===== config.mk =====
export PLATFORM = sky130hd
export DESIGN_NAME = iot_timer
export DESIGN_NICKNAME = d
export VERILOG_FILES = /design/src/iot_pkg.sv /design/src/iot_timer.sv
export VERILOG_INCLUDE_DIRS = /design/src
export SDC_FILE = /design/constraint.sdc
export NUM_CORES = 1
export LEC_CHECK = 0
export BUFFER_PORTS_ARGS = -buffer_cell sky130_fd_sc_hd__clkbuf_2
export CELL_PAD_IN_SITES_DETAIL_PLACEMENT = 1
export CELL_PAD_IN_SITES_GLOBAL_PLACEMENT = 1
export CORE_MARGIN = 2
export CORE_UTILIZATION = 48
export DETAILED_ROUTE_END_ITERATION = 10
export GPL_TIMING_DRIVEN = 1
export PLACE_DENSITY_LB_ADDON = 0.1
export SYNTH_ARGS = -nofsm -noshare
export SYNTH_HDL_FRONTEND = slang
export SYNTH_SLANG_ARGS = --single-unit

===== constraint.sdc =====
create_clock -name MCLK -period 3.2 [get_ports MCLK]
set_clock_uncertainty 0.05 [all_clocks]
set_input_delay 0.64 -clock MCLK [delete_from_list [all_inputs] [get_ports MCLK]]
set_output_delay 0.64 -clock MCLK [all_outputs]
set_load 0.005 [all_outputs]

===== src/iot_params.svh =====
// register offsets, field positions, reset values and timing counts of the io timer
`ifndef IOT_PARAMS_SVH
`define IOT_PARAMS_SVH

// ***************************************************
// register word addresses
// ***************************************************
`define IOT_ADR_COUNT     8'h00
`define IOT_ADR_TCTL      8'h01
`define IOT_ADR_CMP0      8'h02
`define IOT_ADR_CMP1      8'h03
`define IOT_ADR_OCTL      8'h04
`define IOT_ADR_CAP0      8'h05
`define IOT_ADR_CAP1      8'h06
`define IOT_ADR_ICTL      8'h07
`define IOT_ADR_STAT      8'h08
`define IOT_ADR_MASK      8'h09

// ***************************************************
// timer control fields
// ***************************************************
`define IOT_TCTL_DIV_LSB  0
`define IOT_TCTL_CLRMD    2
`define IOT_TCTL_HALT     3
`define IOT_TCTL_ZERO     4
`define IOT_TCTL_RST      5'h08

// ***************************************************
// compare control fields
// ***************************************************
`define IOT_OCTL_LVL0     0
`define IOT_OCTL_LVL1     1
`define IOT_OCTL_EN0      2
`define IOT_OCTL_EN1      3
`define IOT_OCTL_PAIR     4
`define IOT_OCTL_RST      5'h00

// ***************************************************
// capture control fields: edge selects, transfer enables, reset value
// ***************************************************
`define IOT_ICTL_EDG0     0
`define IOT_ICTL_EDG1     2
`define IOT_ICTL_XFER0    4
`define IOT_ICTL_XFER1    5
`define IOT_ICTL_RST      6'h00

// ***************************************************
// status bits: overflow, compare 0/1, capture 0/1
// ***************************************************
`define IOT_ST_OVF        0
`define IOT_ST_CMP0       1
`define IOT_ST_CMP1       2
`define IOT_ST_CAP0       3
`define IOT_ST_CAP1       4
`define IOT_ST_RST        5'h00

// ***************************************************
// prescaler terminal counts (machine clock divided by 4,16,32,64)
// ***************************************************
`define IOT_DIV4_CNT      6'h03
`define IOT_DIV16_CNT     6'h0f
`define IOT_DIV32_CNT     6'h1f
`define IOT_DIV64_CNT     6'h3f

`endif


===== src/iot_pkg.sv =====
// types shared by the io timer
package iot_pkg;
	// capture edge selection
	typedef enum logic [1:0] {
		IOT_EDGE_OFF  = 2'h0,
		IOT_EDGE_RISE = 2'h1,
		IOT_EDGE_FALL = 2'h2,
		IOT_EDGE_BOTH = 2'h3
	} iot_edge_t;
	// prescaler division selection
	typedef enum logic [1:0] {
		IOT_DIV_4  = 2'h0,
		IOT_DIV_16 = 2'h1,
		IOT_DIV_32 = 2'h2,
		IOT_DIV_64 = 2'h3
	} iot_div_t;
endpackage : iot_pkg


===== src/iot_timer.sv =====
// 16-bit io timer: free-run counter, two compare outputs, two input captures
`timescale 1ns/10ps
`default_nettype none
`include "iot_params.svh"

// Behaviour
// - 16-bit prescaled free-run counter shared by channels
// - count clock divides by 4,16,32,64
// - interrupt on overflow and compare 0 or compare 1 match
// - counter zeroed by reset, clear bit, compare 0 match in clear mode
// - counter reads live, write loads it
// - compare match inverts output, may interrupt
// - each compare has own pin and flag
// - paired mode: both compares toggle one pin
// - software presets compare output levels
// - selected capture edge latches counter value
// - capture edge rising, falling or both
// - two independent capture channels with interrupts
// - capture request may start data transfer
module iot_timer #(
	parameter int CW = 16	// counter width
) (
	input  wire logic             MCLK,
	input  wire logic             RSTN,
	input  wire logic [7:0]       ADDR,
	input  wire logic [15:0]      WDATA,
	input  wire logic             WR,
	input  wire logic             RD,
	output logic      [15:0]      RDATA,
	input  wire logic             CAP_IN0,
	input  wire logic             CAP_IN1,
	output logic                  CMP_OUT0,
	output logic                  CMP_OUT1,
	output logic                  IRQ,
	output logic                  XFER_REQ0,
	output logic                  XFER_REQ1
);
	import iot_pkg::*;

	// ***************************************************
	// storage
	// ***************************************************
	logic [CW-1:0] count_ff;	// free-run count
	logic [5:0]    pre_ff;	// prescaler
	logic [4:0]    tctl_ff;	// timer control
	logic [CW-1:0] cmp_ff [2];	// compare values
	logic [4:0]    octl_ff;	// compare control
	logic [1:0]    pin_ff;	// compare output latches
	logic [CW-1:0] cap_ff [2];	// capture values
	logic [5:0]    ictl_ff;	// capture control
	logic [4:0]    stat_ff;	// sticky flags
	logic [4:0]    mask_ff;	// interrupt enables
	logic [1:0]    in_s1_ff;	// sync stage one
	logic [1:0]    in_s2_ff;	// sync stage two
	logic [1:0]    in_old_ff;	// previous synced level
	logic [15:0]   rdata_ff;	// read data
	logic [1:0]    xfer_ff;	// transfer request pulses

	// control decode
	logic          wr_cnt, wr_tctl, wr_stat, tick, ovf, clr_match;
	logic [1:0]    match, hit, toggle;
	logic [5:0]    div_top;
	logic [4:0]    ev;

	assign wr_cnt  = WR && (ADDR == `IOT_ADR_COUNT);
	assign wr_tctl = WR && (ADDR == `IOT_ADR_TCTL);
	assign wr_stat = WR && (ADDR == `IOT_ADR_STAT);

	// edge test for one capture channel
	function automatic logic edge_hit(input logic [1:0] sel, input logic now, input logic old);
		logic r;
		logic f;
		r = now & ~old;
		f = ~now & old;
		case (iot_edge_t'(sel))
			IOT_EDGE_RISE: edge_hit = r;
			IOT_EDGE_FALL: edge_hit = f;
			IOT_EDGE_BOTH: edge_hit = r | f;
			default:       edge_hit = 1'b0;
		endcase
	endfunction : edge_hit

	// ***************************************************
	// prescaler
	// ***************************************************
	// terminal count from selected division
	always_comb begin
		case (iot_div_t'(tctl_ff[`IOT_TCTL_DIV_LSB +: 2]))
			IOT_DIV_4:  div_top = `IOT_DIV4_CNT;
			IOT_DIV_16: div_top = `IOT_DIV16_CNT;
			IOT_DIV_32: div_top = `IOT_DIV32_CNT;
			default:    div_top = `IOT_DIV64_CNT;
		endcase
	end

	assign tick = !tctl_ff[`IOT_TCTL_HALT] && (pre_ff >= div_top);

	// prescaler runs unless halted
	always_ff @(posedge MCLK or negedge RSTN) begin
		if (!RSTN) begin
			pre_ff <= 6'h00;
		end else if (tctl_ff[`IOT_TCTL_HALT] || tick) begin
			pre_ff <= 6'h00;
		end else begin
			pre_ff <= pre_ff + 6'h01;
		end
	end

	// ***************************************************
	// free-run counter
	// ***************************************************
	assign match     = {count_ff == cmp_ff[1], count_ff == cmp_ff[0]};
	assign hit       = tick ? match : 2'b00;	// one match event per count step
	assign clr_match = hit[0] && tctl_ff[`IOT_TCTL_CLRMD];
	assign ovf       = tick && (count_ff == {CW{1'b1}});

	// count up, zero or load; a software load wins
	always_ff @(posedge MCLK or negedge RSTN) begin
		if (!RSTN) begin
			count_ff <= '0;
		end else if (wr_cnt) begin
			count_ff <= WDATA[CW-1:0];
		end else if (wr_tctl && WDATA[`IOT_TCTL_ZERO]) begin
			count_ff <= '0;
		end else if (clr_match) begin
			count_ff <= '0;
		end else if (tick) begin
			count_ff <= count_ff + 1'b1;
		end
	end

	// timer control; the zero request bit is not stored
	always_ff @(posedge MCLK or negedge RSTN) begin
		if (!RSTN) begin
			tctl_ff <= `IOT_TCTL_RST;
		end else if (wr_tctl) begin
			tctl_ff <= {1'b0, WDATA[3:0]};
		end
	end

	// ***************************************************
	// output compare
	// ***************************************************
	// channel 1 toggles pin 0 instead of pin 1 when paired
	assign toggle[0] = (hit[0] && octl_ff[`IOT_OCTL_EN0])
		|| (octl_ff[`IOT_OCTL_PAIR] && hit[1] && octl_ff[`IOT_OCTL_EN1]);
	assign toggle[1] = !octl_ff[`IOT_OCTL_PAIR] && hit[1] && octl_ff[`IOT_OCTL_EN1];

	// compare registers
	always_ff @(posedge MCLK or negedge RSTN) begin
		if (!RSTN) begin
			cmp_ff[0] <= '0;
			cmp_ff[1] <= '0;
		end else if (WR && ADDR == `IOT_ADR_CMP0) begin
			cmp_ff[0] <= WDATA[CW-1:0];
		end else if (WR && ADDR == `IOT_ADR_CMP1) begin
			cmp_ff[1] <= WDATA[CW-1:0];
		end
	end

	// compare control
	always_ff @(posedge MCLK or negedge RSTN) begin
		if (!RSTN) begin
			octl_ff <= `IOT_OCTL_RST;
		end else if (WR && ADDR == `IOT_ADR_OCTL) begin
			octl_ff <= WDATA[4:0];
		end
	end

	// output latches: preset by write, inverted on match
	always_ff @(posedge MCLK or negedge RSTN) begin
		if (!RSTN) begin
			pin_ff <= 2'b00;
		end else if (WR && ADDR == `IOT_ADR_OCTL) begin
			pin_ff <= WDATA[`IOT_OCTL_LVL1:`IOT_OCTL_LVL0];
		end else begin
			pin_ff <= pin_ff ^ toggle;
		end
	end

	assign CMP_OUT0 = pin_ff[0];
	assign CMP_OUT1 = pin_ff[1];

	// ***************************************************
	// input capture
	// ***************************************************
	// two-stage synchroniser, then edge history
	always_ff @(posedge MCLK or negedge RSTN) begin
		if (!RSTN) begin
			in_s1_ff  <= 2'b00;
			in_s2_ff  <= 2'b00;
			in_old_ff <= 2'b00;
		end else begin
			in_s1_ff  <= {CAP_IN1, CAP_IN0};
			in_s2_ff  <= in_s1_ff;
			in_old_ff <= in_s2_ff;
		end
	end

	logic [1:0] cap_hit;	// selected edge seen
	assign cap_hit[0] = edge_hit(ictl_ff[`IOT_ICTL_EDG0 +: 2], in_s2_ff[0], in_old_ff[0]);
	assign cap_hit[1] = edge_hit(ictl_ff[`IOT_ICTL_EDG1 +: 2], in_s2_ff[1], in_old_ff[1]);

	// capture registers are read-only
	always_ff @(posedge MCLK or negedge RSTN) begin
		if (!RSTN) begin
			cap_ff[0] <= '0;
			cap_ff[1] <= '0;
		end else begin
			if (cap_hit[0]) begin
				cap_ff[0] <= count_ff;
			end
			if (cap_hit[1]) begin
				cap_ff[1] <= count_ff;
			end
		end
	end

	// capture control
	always_ff @(posedge MCLK or negedge RSTN) begin
		if (!RSTN) begin
			ictl_ff <= `IOT_ICTL_RST;
		end else if (WR && ADDR == `IOT_ADR_ICTL) begin
			ictl_ff <= WDATA[5:0];
		end
	end

	// transfer request pulse instead of an interrupt
	always_ff @(posedge MCLK or negedge RSTN) begin
		if (!RSTN) begin
			xfer_ff <= 2'b00;
		end else begin
			xfer_ff <= cap_hit & ictl_ff[`IOT_ICTL_XFER1:`IOT_ICTL_XFER0];
		end
	end

	assign XFER_REQ0 = xfer_ff[0];
	assign XFER_REQ1 = xfer_ff[1];

	// ***************************************************
	// interrupt status and mask
	// ***************************************************
	assign ev = {cap_hit[1] & ~ictl_ff[`IOT_ICTL_XFER1],
		cap_hit[0] & ~ictl_ff[`IOT_ICTL_XFER0], hit[1], hit[0], ovf};

	// sticky flags, write one to clear, set beats clear
	always_ff @(posedge MCLK or negedge RSTN) begin
		if (!RSTN) begin
			stat_ff <= `IOT_ST_RST;
		end else begin
			stat_ff <= (stat_ff & ~(wr_stat ? WDATA[4:0] : 5'h00)) | ev;
		end
	end

	// interrupt enables
	always_ff @(posedge MCLK or negedge RSTN) begin
		if (!RSTN) begin
			mask_ff <= 5'h00;
		end else if (WR && ADDR == `IOT_ADR_MASK) begin
			mask_ff <= WDATA[4:0];
		end
	end

	assign IRQ = |(stat_ff & mask_ff);

	// ***************************************************
	// read port
	// ***************************************************
	// read data stand one cycle after the strobe
	always_ff @(posedge MCLK or negedge RSTN) begin
		if (!RSTN) begin
			rdata_ff <= 16'h0000;
		end else if (RD) begin
			case (ADDR)
				`IOT_ADR_COUNT: rdata_ff <= count_ff;
				`IOT_ADR_TCTL:  rdata_ff <= {11'h000, tctl_ff};
				`IOT_ADR_CMP0:  rdata_ff <= cmp_ff[0];
				`IOT_ADR_CMP1:  rdata_ff <= cmp_ff[1];
				`IOT_ADR_OCTL:  rdata_ff <= {11'h000, octl_ff[4:2], pin_ff};
				`IOT_ADR_CAP0:  rdata_ff <= cap_ff[0];
				`IOT_ADR_CAP1:  rdata_ff <= cap_ff[1];
				`IOT_ADR_ICTL:  rdata_ff <= {10'h000, ictl_ff};
				`IOT_ADR_STAT:  rdata_ff <= {11'h000, stat_ff};
				`IOT_ADR_MASK:  rdata_ff <= {11'h000, mask_ff};
				default:        rdata_ff <= 16'h0000;	// unmapped reads zero
			endcase
		end else begin
			rdata_ff <= 16'h0000;
		end
	end

	assign RDATA = rdata_ff;
endmodule : iot_timer
`default_nettype wire


==> out/qor.yml <==
grt_setup_unrepaired: "false"
cts_buffers: 17
power.density_nw_per_um2: 641.7
clock_sinks: 135
tns_ns: 0
postCtsResizedCells: 0
final-instance-count-excl-fill: 880
drc: 0
path_delay_family: "simple AND/OR/NAND/NOR gates"
gp_congestion: 0.8654
post-route-period-util_pct: 87.28
postCtsSetupBuffers: 0
setup_viol: 0
crit_fanout: 9
gr-total-overflow: 0
p_comb_share_pct: 19.5
crit_path_end_kind: "flip-flop"
drt_iter0_markers: 445
start_kind: "flip-flop"
synth_seq_cells: 135
synth_most_common_cell: "dfrtp_1"
power.leakage_uw: 0.003736
cp.depth: 7
clk_pin_slew_ns: 0.06
core-area_sq_um: 13990
antenna_found_initial: 0
cp_data_required_time_ns: 3.49
cts_tree: "done"
port_buffers: 50
seqPwrFrac_pct: 39.9
avgRoutedWirePerCell_um: 23.98
critical_path.max_stage_delay_ns: 0.62
dpl.cell_count: 848
die_area_sq_um: 15370
synth_area_leaders: "dfrtp_1 49%, mux2_2 14%, mux2i_1 3.3%"
syn_nets: 668
grt_pass1_wl_um: 32820
p_int_uw: 3676
fmax_mhz: 358.0
syn-cell-area_sq_um: 6910
die_h_um: 124.0
yosysSeqAreaShare_pct: 48.90
synth_cell_types: 64
synth.top_cell.area_share_pct: 48.52
rows: 43
p_sw_uw: 1530
pwr-share-clk_pct: 40.6
start_util_pct: 49.40
io_pins: 51
cp_cell_sequence: "ha_1 -> nand3_1 -> or3_1 -> nor3_1 -> nand2_1 -> xor2_1 -> o21ai_0"
num_vias: 5350
status: "completed"
grt_pass1_vias: 5634
layout-drive-gt1-share_pct: 31.14
syn_area_per_cell_sq_um: 10.97
fin_crit_ns: 2.793
drt-total-wl_um: 21100
cts-root-buf: "clkbuf_16"
via_per_inst: 6.080
area_growth_pct: 17.42
synth_cells: 630
fin_util_pct: 58.01
antenna_left: 0
yosysTopAreaCell: "dfrtp_1"
htree_levels: 4
ys.flop_type: "dfrtp_1"
yosys_warnings: 0
ctsHoldBuffers: 0
grtUsageTotal_pct: 29.42
nNetsFinal: 725
synth_top_cells_by_count: "134 x dfrtp_1, 84 x mux2_2, 56 x nand2_1, 32 x nor2_1, 29 x clkbuf_1"
dr.pass1.iters: 5
worst_pin_slew_ns: 0.7583
final-hold-violation-count: 0
insertion_delay_ns: 0.43
rr_worst_depth: 7
hpwl_um: 14950
p_sw_share_pct: 29.39
max-slew-margin-rel_pct: 49.30
synth_edf_count: 0
peakVddDrop_uv: 419.2
holdWs_ns: 0.1730
min_path_type: "primary input to asynchronous set/reset pin"
cp.buffers_inverters: 0
grt_max_degree: 74
critPathKind: "flip-flop to flip-flop"
cp.arrival_ns: 3.08
diodes: 0
drv_cap: 0
clockBufferDepth: 2
fp.dieW_um: 124.0
synth-async-reset-ratio_pct: 100.0
maxSlewViolCount: 0
cpMaxStageDelayCell: "dfrtp_1"
## power by group through the flow
stage	logic, uW	registers [uW]	clock network, uW
2_1_floorplan	689	2010	0
3_3_place_gp	960	2080	0
3_5_place_dp	1000	2100	0
4_1_cts	1010	2080	2140
5_1_grt	1120	2100	2210
6_report	1020	2080	2110
## placed cells by master, fill, tap and decap left out, types with 5 or more instances in the layout
master	n
dfrtp_1	134
nor4_1	9
or3_1	5
and3_1	5
xor2_1	21
a22oi_1	15
mux2i_1	23
or2_2	5
nor2_1	32
nor3_1	10
inv_1	14
nand4_1	7
nand3_1	17
o21ai_0	24
xnor2_1	19
buf_4	27
ha_1	8
clkbuf_2	49
a21oi_1	21
nand2_1	56
nor3b_1	7
clkbuf_16	17
mux2_2	84
## sequential cells by signal, indices dropped and copies added (netlist names), 3 cells and up
name,flops
cap_ff,32
cmp_ff,32
RDATA,16
count_ff,16
ictl_ff,6
pre_ff,6
mask_ff,5
stat_ff,5
tctl_ff,4
octl_ff,3
## path summary, 6_finish.rpt
kind                              from           end  slack (ns)
max                        count_ff[0]  count_ff[12]        0.41
min                               RSTN    mask_ff[4]        0.17
max reg2reg                count_ff[0]  count_ff[12]        0.41
min reg2reg                in_s1_ff[1]   in_s2_ff[1]        0.30
max in group asynchronous         RSTN    cmp_ff[29]        2.16
min in group MCLK              CAP_IN1   in_s1_ff[1]        0.26
## stage by stage
stage	worst slack (ns)	power (uW)	area, sq um
4_1_cts	0.4443	5225	8114
6_report	0.4070	5207	8114
2_1_floorplan	0.3049	2697	6910
5_1_grt	0.2783	5427	8114
3_5_place_dp	0.08336	3102	7475
3_3_place_gp	0.1605	3045	7475
## final cells by class
cell class              instances  area, sq um
fillers                      1505         5874
multi-input cells             439         3298
repair buffers                 80        519.2
inverters                      14        52.55
clock inverters                12        172.7
well taps                     180        225.2
clock buffers                  20        466.7
flip-flops and latches        135         3379
## per-layer routing
layer	share of wire, %	track usage [%]	vias up
li1	-	-	2369
met1	45	40.52	2781
met2	47	45.30	170
met3	6.3	7.555	30
met4	1.9	10.18	0
met5	0	0	-
## logic make-up after synthesis
family / synth area share (%)
buffers and inverters: 3.458
xor gates and xnor gates: 5.070
and+or+nand+nor: 13.29
muxes: 17.67
DFF: 48.90
AOI/OAI and AO/OA: 10.16
adders and majority gates: 1.449
No activity file was read; power rests on OpenSTA's default activity.
